## src/gpio4_params.svh

```systemverilog
// register offsets, field positions, reset values for the four-bit port
// assumes byte-wide registers on word-aligned wishbone addresses
`ifndef GPIO4_PARAMS_SVH
`define GPIO4_PARAMS_SVH
`define GPIO4_OFS_DIR      4'h0
`define GPIO4_OFS_OUT      4'h4
`define GPIO4_OFS_READBACK 4'h8
`define GPIO4_OFS_PULLUP   4'hC
`define GPIO4_PIN_HI       7
`define GPIO4_PIN_LO       4
`define GPIO4_PIN_RESET    4'h0
`define GPIO4_RSVD_READ    4'h0
`endif

```

## src/gpio4_pkg.sv

```systemverilog
// types shared by the four-bit port design
// assumes gpio4_params.svh supplies the numeric constants
package gpio4_pkg;
	typedef enum logic [1:0] {
		GPIO4_IDLE,
		GPIO4_ACK
	} gpio4_bus_state_t;
	typedef logic [3:0] gpio4_pins_t;
endpackage

```

## src/gpio4_pin_cell.sv

```systemverilog
// one port pin: drive enable, pull-up gating and readback select
// assumes inputs synchronous to the clock
`timescale 1ns/1ps
module gpio4_pin_cell (
	input  wire logic clk,
	input  wire logic rst,
	input  wire logic dir_bit,
	input  wire logic out_bit,
	input  wire logic pullup_bit,
	input  wire logic pin_in,
	output logic      pin_out,
	output logic      pin_oe,
	output logic      pullup_on,
	output logic      readback
);
	logic pin_out_d, pin_oe_d, pullup_d, readback_d;

	// next pin state from the pin's own control bits and its input
	always_comb begin
		pin_oe_d   = dir_bit;
		pin_out_d  = out_bit;
		pullup_d   = pullup_bit & ~dir_bit;
		readback_d = dir_bit ? out_bit : pin_in;
	end

	// register the pin outputs
	always_ff @(posedge clk or posedge rst) begin
		if (rst) begin
			pin_out   <= 1'b0;
			pin_oe    <= 1'b0;
			pullup_on <= 1'b0;
			readback  <= 1'b0;
		end else begin
			pin_out   <= pin_out_d;
			pin_oe    <= pin_oe_d;
			pullup_on <= pullup_d;
			readback  <= readback_d;
		end
	end
endmodule

```

## src/gpio4_port.sv

```systemverilog
// four-bit general purpose port with wishbone classic register access
// assumes one 100 MHz clock, pins synchronous, external wire resolution
//
// Design decisions made here: register access over Wishbone and the register addresses.
`timescale 1ns/1ps
`include "gpio4_params.svh"
module gpio4_port
	import gpio4_pkg::*;
(
	input  wire logic        MCLK,
	input  wire logic        RST,
	input  wire logic        WB_CYC_I,
	input  wire logic        WB_STB_I,
	input  wire logic        WB_WE_I,
	input  wire logic [3:0]  WB_ADR_I,
	input  wire logic [3:0]  WB_SEL_I,
	input  wire logic [31:0] WB_DAT_I,
	output logic      [31:0] WB_DAT_O,
	output logic             WB_ACK_O,
	input  wire logic [3:0]  PORT_PIN_I,
	output logic      [3:0]  PORT_PIN_O,
	output logic      [3:0]  PORT_PIN_OE,
	output logic      [3:0]  PORT_PULLUP_ON
);
	gpio4_bus_state_t state_q, state_d;
	gpio4_pins_t      dir_q, dir_d, out_q, out_d, pu_q, pu_d;
	gpio4_pins_t      readback;
	logic [31:0]      dat_q, dat_d;
	logic             req, wr_en;

	assign req   = WB_CYC_I & WB_STB_I;
	assign wr_en = req & WB_WE_I & WB_SEL_I[0] & (state_q == GPIO4_IDLE);

	// register file next state; one-cycle ack per request
	always_comb begin
		state_d = state_q;
		dir_d   = dir_q;
		out_d   = out_q;
		pu_d    = pu_q;
		dat_d   = 32'h0000_0000;
		unique case (state_q)
			GPIO4_IDLE: begin
				if (req) begin
					state_d = GPIO4_ACK;
					if (wr_en) begin
						unique case (WB_ADR_I)
							`GPIO4_OFS_DIR: dir_d = WB_DAT_I[`GPIO4_PIN_HI:`GPIO4_PIN_LO];
							`GPIO4_OFS_OUT: out_d = WB_DAT_I[`GPIO4_PIN_HI:`GPIO4_PIN_LO];
							`GPIO4_OFS_PULLUP: pu_d = WB_DAT_I[`GPIO4_PIN_HI:`GPIO4_PIN_LO];
							default: ; // readback and unmapped ignore writes
						endcase
					end
					unique case (WB_ADR_I)
						`GPIO4_OFS_OUT:      dat_d = {24'h00_0000, out_q, `GPIO4_RSVD_READ};
						`GPIO4_OFS_READBACK: dat_d = {24'h00_0000, readback, `GPIO4_RSVD_READ};
						`GPIO4_OFS_PULLUP:   dat_d = {24'h00_0000, pu_q, `GPIO4_RSVD_READ};
						default:             dat_d = 32'h0000_0000; // direction reads as zero
					endcase
				end
			end
			GPIO4_ACK: state_d = GPIO4_IDLE;
		endcase
	end

	// register state, reset to all inputs, pull-ups off
	always_ff @(posedge MCLK or posedge RST) begin
		if (RST) begin
			state_q <= GPIO4_IDLE;
			dir_q   <= `GPIO4_PIN_RESET;
			out_q   <= `GPIO4_PIN_RESET;
			pu_q    <= `GPIO4_PIN_RESET;
			dat_q   <= 32'h0000_0000;
		end else begin
			state_q <= state_d;
			dir_q   <= dir_d;
			out_q   <= out_d;
			pu_q    <= pu_d;
			dat_q   <= dat_d;
		end
	end

	assign WB_ACK_O = (state_q == GPIO4_ACK);
	assign WB_DAT_O = dat_q;

	// one cell per pin, each on its own bit
	genvar i;
	for (i = 0; i < 4; i++) begin : g_pin
		gpio4_pin_cell u_cell (
			.clk        (MCLK),
			.rst        (RST),
			.dir_bit    (dir_q[i]),
			.out_bit    (out_q[i]),
			.pullup_bit (pu_q[i]),
			.pin_in     (PORT_PIN_I[i]),
			.pin_out    (PORT_PIN_O[i]),
			.pin_oe     (PORT_PIN_OE[i]),
			.pullup_on  (PORT_PULLUP_ON[i]),
			.readback   (readback[i])
		);
	end
endmodule

```

## config.mk

```make
export PLATFORM = sky130hd
export DESIGN_NAME = gpio4_port
export DESIGN_NICKNAME = d
export VERILOG_FILES = /design/src/gpio4_pkg.sv /design/src/gpio4_pin_cell.sv /design/src/gpio4_port.sv
export VERILOG_INCLUDE_DIRS = /design/src /design/src/src
export SDC_FILE = /design/constraint.sdc
export NUM_CORES = 1
export LEC_CHECK = 0
export BUFFER_PORTS_ARGS = -buffer_cell sky130_fd_sc_hd__buf_4
export CAP_MARGIN = 0
export CORE_ASPECT_RATIO = 1.4
export CORE_MARGIN = 2
export CORE_UTILIZATION = 42
export CTS_CLUSTER_SIZE = 40
export DETAILED_ROUTE_END_ITERATION = 16
export GPL_TIMING_DRIVEN = 0
export MAX_ROUTING_LAYER = met4
export PLACE_DENSITY = 0.78
export SLEW_MARGIN = 20
export SYNTH_ARGS = -nofsm -noshare
export SYNTH_HDL_FRONTEND = slang
export SYNTH_SLANG_ARGS = --single-unit
export TNS_END_PERCENT = 20
```

## constraint.sdc

```tcl
create_clock -name MCLK -period 1.5 [get_ports MCLK]
set_input_delay 0.3 -clock MCLK [delete_from_list [all_inputs] [get_ports MCLK]]
set_output_delay 0.3 -clock MCLK [all_outputs]
set_load 0.01 [all_outputs]
```

==> results of run 1 <==
## layout by cell type, fill, tap and decap left out
cell type,netlist,layout
buf_4,41,75
dfrtp_1,33,33
conb_1,1,28
mux2_2,16,16
nor2_1,6,6
nor2b_1,5,5
clkbuf_8,0,5
a22oi_1,4,4
mux2_4,4,4
clkinv_2,0,2
and3b_1,1,1
and4bb_2,1,1
nand3_2,1,1
nand4b_4,1,1
nand2_1,1,1
inv_2,0,1
and4_4,1,1
clkbuf_1,0,1
## state kept, by name, summed over array words and instances (netlist names)
| name | count |
|---|---|
| g_pin.u_cell.pin_out | 4 |
| state_q | 1 |
| g_pin.u_cell.readback | 4 |
| g_pin.u_cell.pin_oe | 4 |
| out_q | 4 |
| g_pin.u_cell.pullup_on | 4 |
| dir_q | 4 |
| pu_q | 4 |
| WB_DAT_O | 4 |
## layer usage
metal	wire length (microns)	vias to the layer above	global-route usage, %
li1	-	454	-
met1	911	439	12.9
met2	1380	38	24.5
met3	174	4	4.71
met4	46	0	7.32
met5	0	-	-
## layout make-up
type | count | area [sq um]
fill | 326 | 1550
sequential | 33 | 826
multi-input combinational | 69 | 499
buffer | 42 | 315
timing repair buffer | 33 | 248
clock buffer | 6 | 72.6
tap | 42 | 52.6
clock inverter | 2 | 10.0
inverter | 1 | 3.75
## power groups by stage
stage / Clock, mW / Sequential [mW] / Combinational (mW)
floorplan: 0 / 0.984 / 0.214
global placement: 0 / 0.991 / 0.301
detailed placement: 0 / 0.993 / 0.307
CTS: 0.639 / 0.976 / 0.307
global route: 0.687 / 0.982 / 0.343
finish: 0.621 / 0.976 / 0.307
## cells by family (layout without fill, tap and decap cells)
group / Yosys count / in the layout / synth area share (%)
DFF: 33 / 33 / 53.6
other: 1 / 28 / 0.243
muxes: 20 / 20 / 15.6
buffers and inverters: 43 / 84 / 20.6
AOI/OAI and AO/OA: 4 / 4 / 1.95
and+or+nand+nor: 17 / 17 / 8.04
## metrics by stage
stage	cell area, sq um	util, %	TNS (ns)	hold WS (ns)
4_1_cts	2020	56.6	0	0.138
2_1_floorplan	1640	-	0	0.380
5_1_grt	2030	56.6	0	0.175
3_3_place_gp	1940	54.3	-0.0261	0.402
6_report	2030	56.6	0	0.110
3_5_place_dp	1940	54.3	-0.0671	0.404
## worst paths after layout
kind	start	endpoint	depth (start not counted)
setup / recovery	state_q[0]$_DFFE_PP0P_	pu_q[1]$_DFFE_PP0P_	4
hold / removal	RST	g_pin[3].u_cell.pin_oe$_DFF_PP0_	2
setup reg to reg	state_q[0]$_DFFE_PP0P_	pu_q[1]$_DFFE_PP0P_	4
hold reg to reg	out_q[2]$_DFFE_PP0P_	g_pin[2].u_cell.pin_out$_DFF_PP0_	0
max in group asynchronous	RST	g_pin[1].u_cell.pullup_on$_DFF_PP0_	2
min in group MCLK	PORT_PIN_I[1]	g_pin[1].u_cell.readback$_DFF_PP0_	2
## repair_timing
action,CTS,global route
resized for setup,0,2
setup endpoints to repair,0,4
hold endpoints to repair,0,0
==> summary.txt, run 1 <==
Clocking
  – H-tree levels: 2
  – Clock sink count: 33
  – CTS buffer count: 5
  – CTS tree: built
  – CTS clk-pin slew, worst paths: around 0.07 ns
  – Clock root cell: clkbuf_8
  – # hold bufs at CTS: 0
  – Clock buffer depth: 2
  – Worst skew pair latency: 0.28 ns
  – Postcts setup bufs: 0

Worst setup path
  – Reg2reg setup slack: approximately 0.070 ns
  – CP required: about 1.7 ns
  – Crit Path Max Fanout: 5
  – Setup Crit Path Kind: reg2reg
  – Crit-path max cell delay: about 0.38 ns
  – Cells along the critical path: and3b_1 -> buf_4 -> and4_4 -> mux2_4
  – CP Launch Type: flip-flop
  – WP buf/inv: 1
  – Crit path arrival time: 1.59 ns
  – Cell family with most CP delay: simple AND/OR/NAND/NOR gates
  – Setup crit end kind: flip-flop
  – CP max stage cell: dfrtp_1

Routing
  – TritonRoute pass-1 iters: 4
  – Drt via density: 4.10
  – Remaining DRCs: 0
  – Final ANT Viol Nets: 0
  – Vias post-DR: between 900 and 1k
  – Detailed Route WL: about 2.5 mm
  – Routed len/inst: ~11 microns
  – Drt first-iter violations: 11

Worst hold path
  – Worst hold path type: in2async

Pwr
  – P_sw: 454 uW
  – Clk pwr share: between 30% and 40%
  – Worst vdd ir: 0.000577 V
  – Pwr dens: 940 nW/um^2
  – Pleak: 1.15 nW
  – Tot Pwr: ~1.9 mW
  – Sw frac: roughly a quarter
  – Flop pwr share: between 50% and 60%
  – Internal power: around 1.5 mW
  – Logic pwr share: around 16%

Synth
  – Syn Std Cell Area: ~1500 sq um
  – Cells after Synth: 118
  – Synth Flop Type: dfrtp_1
  – FFs w/ async S/R, synth: 100%
  – Post-synth EDFFs: 0
  – Top cells by area, synth: dfrtp_1 54%, buf_4 20%, mux2_2 12%
  – Dominant cell type by area after synthesis: dfrtp_1
  – Yosys warns: 0
  – Most frequent cell after synthesis: buf_4
  – Syn_area_per_cell: between 10 and 15 sq um
  – Sequential area share after synthesis: a little over half
  – Yosys cell types: 16
  – Commonest cells in the netlist: 41 x buf_4, 33 x dfrtp_1, 16 x mux2_2
  – Register bit total from synthesis: 33
  – Top-area cell type share of the netlist area: a little over half

Die
  – Initial Util: 43.0%
  – Die width: 55.2 microns
  – Die height: 75.7 microns
  – Ports: 94
  – Core Rows: 26
  – Core area: approximately 3600 sq um
  – Die Footprint: ~4200 sq um

Timing
  – Clk_skew: ~0.0073 ns
  – Max frequency: 699 MHz
  – Fin crit period: ~1.4 ns
  – Setup Viol. Count Final: 0
  – Final hold viol count: 0
  – Slew HR: 56.2%
  – Final worst setup slack: 0.0697 ns
  – Final period util: a little over nine tenths
  – RSZ-0062 raised after global routing: no
  – Pin slew with the least headroom to its limit: 0.656 ns
  – Slew Limit Fails: 0

Status
  – Status: complete, no violations

Cells and area
  – Fin nets: roughly 230
  – Layout cells sized above 1: between 50% and 60%
  – Post-route insts no fill: 228
  – Syn-to-layout area delta: 31.6%
  – Antenna cells: 0

Global routing
  – Largest net degree at the start of global routing: 34
  – Number of global-route vias before repair: about 890
  – GRT Util Overall: around 14%
  – First-pass GRT wire length: 3.85 mm
  – Gr ovfl total: 0
  – Initial antenna violation count: 0

Placement
  – Inst Count DP: between 200 and 250
  – DPL Wire Length: 1.96 mm
  – Final RePlAce weighted congestion: around 0.76
  – Port bufs: 33
  – Setup Slack @ Placement: -0.0201 ns

Run
  – Max-cap violations: 0
Note: power is estimated with default switching activity, not from simulation.
==> run 2, diff against run 1 <==
PLACE_DENSITY = 0.79   (was 0.78)
REMOVE_ABC_BUFFERS = 1   (was default)
==> summary.txt, run 2 (synthesis results as in run 1) <==
Status
  – Status: complete, no violations

Clocking
  – Worst skew pair latency: around 0.28 ns
  – Clock sink count: 33
  – Clock root cell: clkbuf_8
  – Clock buffer depth: 2
  – CTS clk-pin slew, worst paths: approximately 0.060 ns
  – CTS buffer count: 5
  – H-tree levels: 2
  – CTS tree: built
  – Postcts setup bufs: 0

Pwr
  – Pleak: 0.929 nW
  – Worst vdd ir: 0.000609 V
  – Pwr dens: ~1100 nW/um^2
  – Tot Pwr: between 1.5 and 2 mW

Cells and area
  – Commonest non-fill, non-tap cell in the layout: buf_4
  – Post-route insts no fill: roughly 190
  – Fin nets: just under 200
  – Antenna cells: 0
  – Post-route cell area: 1720 sq um
  – Syn-to-layout area delta: 11.9%
  – Most frequent cells in the layout: 34 x buf_4, 33 x dfrtp_1, 28 x conb_1
  – Layout cells sized above 1: a little under half

Timing
  – Fin crit period: roughly 1.4 ns
  – Slew HR: between 50% and 60%
  – Slew Limit Fails: 0
  – Final hold viol count: 0
  – Clk_skew: about 0.0033 ns
  – Worst hold slack: 0.111 ns
  – Setup Viol. Count Final: 0
  – Pin slew with the least headroom to its limit: approximately 0.65 ns
  – Max frequency: about 710 MHz
  – Final period util: 94.5%
  – RSZ-0062 raised after global routing: no
  – Final worst setup slack: roughly 0.083 ns

Die
  – Core area: between 3000 and 4000 sq um
  – Die width: ~55 microns
  – Ports: between 90 and 100
  – Core Rows: 26
  – Die Footprint: between 4000 and 5000 sq um
  – Initial Util: between 40 and 50%
  – Die height: around 76 microns

Run
  – Max-cap violations: 0

Worst setup path
  – Crit-path max cell delay: roughly 0.37 ns
  – CP max stage cell: dfrtp_1
  – Cells along the critical path: and3b_2 -> and4_4 -> mux2_4
  – WP buf/inv: 0
  – Crit path arrival time: ~1.6 ns
  – Setup Crit Path Kind: reg2reg
  – CP Launch Type: flip-flop
  – Setup crit end kind: flip-flop
  – CP required: 1.67 ns
  – Cell family with most CP delay: simple AND/OR/NAND/NOR gates
  – Crit Path Max Fanout: 5

Placement
  – Setup Slack @ Placement: -0.0233 ns
  – Port bufs: 34
  – Inst Count DP: approximately 180
  – DPL Wire Length: 1.78 mm
  – Final RePlAce weighted congestion: 0.782
  – DP Area: approximately 1600 sq um

Routing
  – Detailed Route WL: between 2 and 2.5 mm
  – Routed len/inst: between 10 and 15 microns
  – Vias post-DR: 804
  – Final ANT Viol Nets: 0
  – Drt via density: 4.32
  – Remaining DRCs: 0
  – TritonRoute pass-1 iters: 4
  – Drt first-iter violations: 10

Global routing
  – Initial antenna violation count: 0
  – Largest net degree at the start of global routing: 34
  – Gr ovfl total: 0
  – Number of global-route vias before repair: 802
  – First-pass GRT wire length: between 3 and 4 mm
  – GRT Util Overall: between 10% and 20%

Worst hold path
  – Worst hold path type: in2async
## run 2: cell types whose count changed in the layout (fill, tap and decap cells not counted), sizes merged
cell    before  now
clkbuf       6    7
buf         75   34
clkinv       2    0
## run 2: metal layers
metal / share of wire, % / track usage [%] / wire length [microns] / up-vias
met5: 0 / - / 0 / -
met4: 3.0 / 8.94 / 72 / 0
met3: 8.7 / 4.71 / 207 / 7
met2: 54 / 22.2 / 1270 / 43
met1: 35 / 14.2 / 822 / 385
li1: - / - / - / 369
## run 2: final cells by class
cell class | count | area (sq um)
inverter | 1 | 3.75
tap | 42 | 52.6
timing repair buffer | 34 | 255
fill | 356 | 1850
sequential | 33 | 826
multi-input combinational | 69 | 500
clock buffer | 7 | 86.3
## run 2: path summary, 6_finish.rpt
check                                                endpoint  slack (ns)              startpoint  cells after the start
setup / recovery                          pu_q[1]$_DFFE_PP0P_        0.08  state_q[0]$_DFFE_PP0P_                      3
min in group MCLK          g_pin[1].u_cell.readback$_DFF_PP0_        0.25           PORT_PIN_I[1]                      2
hold / removal                           dir_q[0]$_DFFE_PP0P_        0.11                     RST                      2
hold reg to reg             g_pin[2].u_cell.pin_out$_DFF_PP0_        0.43    out_q[2]$_DFFE_PP0P_                      0
max in group asynchronous                 pu_q[3]$_DFFE_PP0P_        0.97                     RST                      2
setup reg to reg                          pu_q[1]$_DFFE_PP0P_        0.08  state_q[0]$_DFFE_PP0P_                      3
## run 2: through the flow
| step | TNS (ns) | util, % |
|---|---|---|
| finish | 0 | 48.2 |
| global route | 0 | 48.2 |
| CTS | 0 | 48.1 |
| detailed placement | -0.0815 | 45.7 |
| global placement | 0 | 45.7 |
| floorplan | 0 | - |
## run 2: timing repair
item,in CTS,in global routing
hold buffers,0,0
endpoints found under the setup margin,0,4
hold endpoints to repair,0,0
gates resized for setup,0,1
## run 2: report_power, final
group          internal (mW)  switching [mW]
Combinational          0.109           0.109
Sequential             0.947          0.0307
Clock                  0.363           0.291
Total                   1.42           0.430
==> run 3, diff against run 2 <==
ABC_AREA = 1   (was default)
BUFFER_PORTS_ARGS = default   (was -buffer_cell sky130_fd_sc_hd__buf_4)
CORE_UTILIZATION = 50   (was 42)
DONT_BUFFER_PORTS = 1   (was default)
PLACE_DENSITY = 0.66   (was 0.79)
==> summary.txt, run 3 <==
Die
  – Ports: between 90 and 100
  – Die height: 72 microns
  – Die Footprint: roughly 3800 sq um
  – Core area: roughly 3100 sq um
  – Die width: 52.6 microns
  – Initial Util: roughly 53%
  – Core Rows: 24

Pwr
  – Logic pwr share: around 7.5%
  – Pwr dens: approximately 1100 nW/um^2
  – Worst vdd ir: between 0.0007 and 0.0008 V
  – P_sw: between 400 and 500 uW
  – Sw frac: between 20% and 30%
  – Pleak: 0.868 nW
  – Internal power: 1.30 mW
  – Clk pwr share: around 36%
  – Flop pwr share: approximately 56%

Routing
  – TritonRoute pass-1 iters: 4
  – Routed len/inst: between 10 and 15 microns
  – Final ANT Viol Nets: 0
  – Detailed Route WL: ~2.6 mm
  – Remaining DRCs: 0
  – Drt first-iter violations: 43
  – Vias post-DR: 950
  – Drt via density: 4.66

Timing
  – Pin slew with the least headroom to its limit: ~0.66 ns
  – Slew Limit Fails: 0
  – Setup Viol. Count Final: 0
  – RSZ-0062 raised after global routing: no
  – Clk_skew: ~0.0056 ns
  – Max frequency: slightly below 800 MHz
  – Worst hold slack: -0.0143 ns
  – Slew HR: approximately 56%
  – Final setup TNS: 0 ns
  – Final hold viol count: 21
  – Final period util: 85.0%
  – Fin crit period: 1.27 ns

Synth
  – FFs w/ async S/R, synth: 100%
  – Register bit total from synthesis: 33
  – Syn Std Cell Area: about 1700 sq um
  – Yosys warns: 0
  – Top-area cell type share of the netlist area: between 50% and 60%
  – Most frequent cell after synthesis: buf_4
  – Syn_area_per_cell: 9.60 sq um
  – Post-synth EDFFs: 0
  – Dominant cell type by area after synthesis: dfrtp_1
  – Commonest cells in the netlist: 41 x buf_4, 33 x dfrtp_1, 33 x nand2_1
  – Top cells by area, synth: dfrtp_1 50%, buf_4 19%, nand3_1 8.5%
  – Cells after Synth: roughly 170
  – Synth Flop Type: dfrtp_1
  – Yosys cell types: 15
  – Sequential area share after synthesis: approximately half

Worst setup path
  – Critical path depth in cells: 6
  – Cell family with most CP delay: simple AND/OR/NAND/NOR gates
  – Critical Path Start: state_q[0]$_DFFE_PP0P_
  – CP required: 1.68 ns
  – Reg2reg setup slack: between 0.2 and 0.25 ns
  – Cells along the critical path: inv_1 -> nand3_4 -> nor2_8 -> nand2_1 -> nand2_1 -> nand2_1
  – Crit path arrival time: 1.45 ns
  – Critical path endpoint: dir_q[0]$_DFFE_PP0P_
  – Critical R2R Launch: state_q[0]$_DFFE_PP0P_
  – WP buf/inv: 1
  – FF-to-FF path depth: 6
  – Crit-path max cell delay: roughly 0.42 ns
  – Crit-path most repeated cell: nand2_1
  – Worst reg2reg endpoint: dir_q[0]$_DFFE_PP0P_
  – CP Launch Type: flip-flop
  – Setup crit end kind: flip-flop
  – Crit Path Max Fanout: 15
  – Setup Crit Path Kind: reg2reg
  – CP max stage cell: dfrtp_1

Global routing
  – Gr ovfl total: 0
  – Number of global-route vias before repair: ~960
  – Largest net degree at the start of global routing: 34
  – Initial antenna violation count: 0
  – GRT Util Overall: between 10% and 20%
  – First-pass GRT wire length: about 4.3 mm

Cells and area
  – Register Area: a little over 800 sq um
  – Layout cells sized above 1: 15.2%
  – Fin nets: 213
  – Multi-input gate area: ~550 sq um
  – Syn-to-layout area delta: -5.00%
  – # fillers: 300
  – Antenna cells: 0
  – Post-route cell area: 1570 sq um
  – Most frequent cells in the layout: 33 x dfrtp_1, 33 x nand2_1, 28 x nand3_1, 28 x conb_1, 13 x inv_1

Clocking
  – Clock root cell: clkbuf_8
  – Cts repair resizes: 0
  – CTS clk-pin slew, worst paths: about 0.070 ns
  – Clock buffer depth: 2
  – Clock sink count: 33
  – CTS buffer count: 5
  – CTS tree: built
  – H-tree levels: 2
  – Postcts setup bufs: 0
  – Worst skew pair latency: 0.29 ns
  – # hold bufs at CTS: 0

Run
  – Max-cap violations: 0

Placement
  – DPL Wire Length: between 1.5 and 2 mm
  – Final RePlAce weighted congestion: between 0.7 and 0.8
  – DP Area: 1480 sq um
  – Port bufs: 0

Status
  – Status: finished with violations
  – Failing checks: negative hold slack

Worst hold path
  – Worst hold path type: in2async
run 3: worst min-delay path by stage:
stage,from,to,cells past startpoint
after floorplan,out_q[0]$_DFFE_PP0P_,g_pin[0].u_cell.pin_out$_DFF_PP0_,0
after CTS,RST,g_pin[1].u_cell.readback$_DFF_PP0_,1
after detailed placement,RST,g_pin[3].u_cell.pin_oe$_DFF_PP0_,1
final,RST,g_pin[1].u_cell.readback$_DFF_PP0_,1
after global placement,out_q[2]$_DFFE_PP0P_,g_pin[2].u_cell.pin_out$_DFF_PP0_,0
after global routing,RST,dir_q[3]$_DFFE_PP0P_,1
run 3: metrics by stage:
stage	power (mW)	hold WS [ns]	setup WS [ns]	cells	util [%]
floorplan	1.11	0.390	0.380	157	-
CTS	1.79	0.00978	0.202	204	50.2
global placement	1.14	0.415	0.221	196	47.5
finish	1.77	-0.0143	0.225	204	50.2
global route	1.86	0.0441	0.0739	204	50.2
detailed placement	1.15	0.323	0.218	196	47.5
run 3: final cells by class:
type,count,share of cell area (%)
sequential,33,52.6
multi-input combinational,109,35.2
clock buffer,5,4.39
inverter,15,3.59
tap,39,3.11
clock inverter,3,1.12
run 3: cells by family after synthesis:
group,after synthesis,synth area share [%]
buffers and inverters,57,22.7
flip-flops,33,50.0
multiplexers,4,2.73
other,1,0.227
AND/OR/NAND/NOR,77,24.3
run 3: power by group through the flow:
| stage | sequential (mW) | combinational, mW | clock [mW] |
|---|---|---|---|
| finish | 0.994 | 0.133 | 0.643 |
| global route | 1.00 | 0.153 | 0.709 |
| CTS | 0.995 | 0.134 | 0.662 |
| detailed placement | 1.01 | 0.133 | 0 |
| global placement | 1.01 | 0.129 | 0 |
| floorplan | 0.998 | 0.117 | 0 |
run 3: metal layers:
layer	global-route usage, %	vias up	wire length, microns
met2	27.2	47	1410
met3	6.17	4	225
met1	16.0	450	895
met5	-	-	0
li1	-	449	-
met4	8.55	0	51
run 3: worst reg2reg max path: stages (launching register included):
cell and delay [ns]:
dfrtp_1 0.42, inv_1 0.10, nand3_4 0.12, nor2_8 0.22, nand2_1 0.17, nand2_1 0.09
nand2_1 0.05
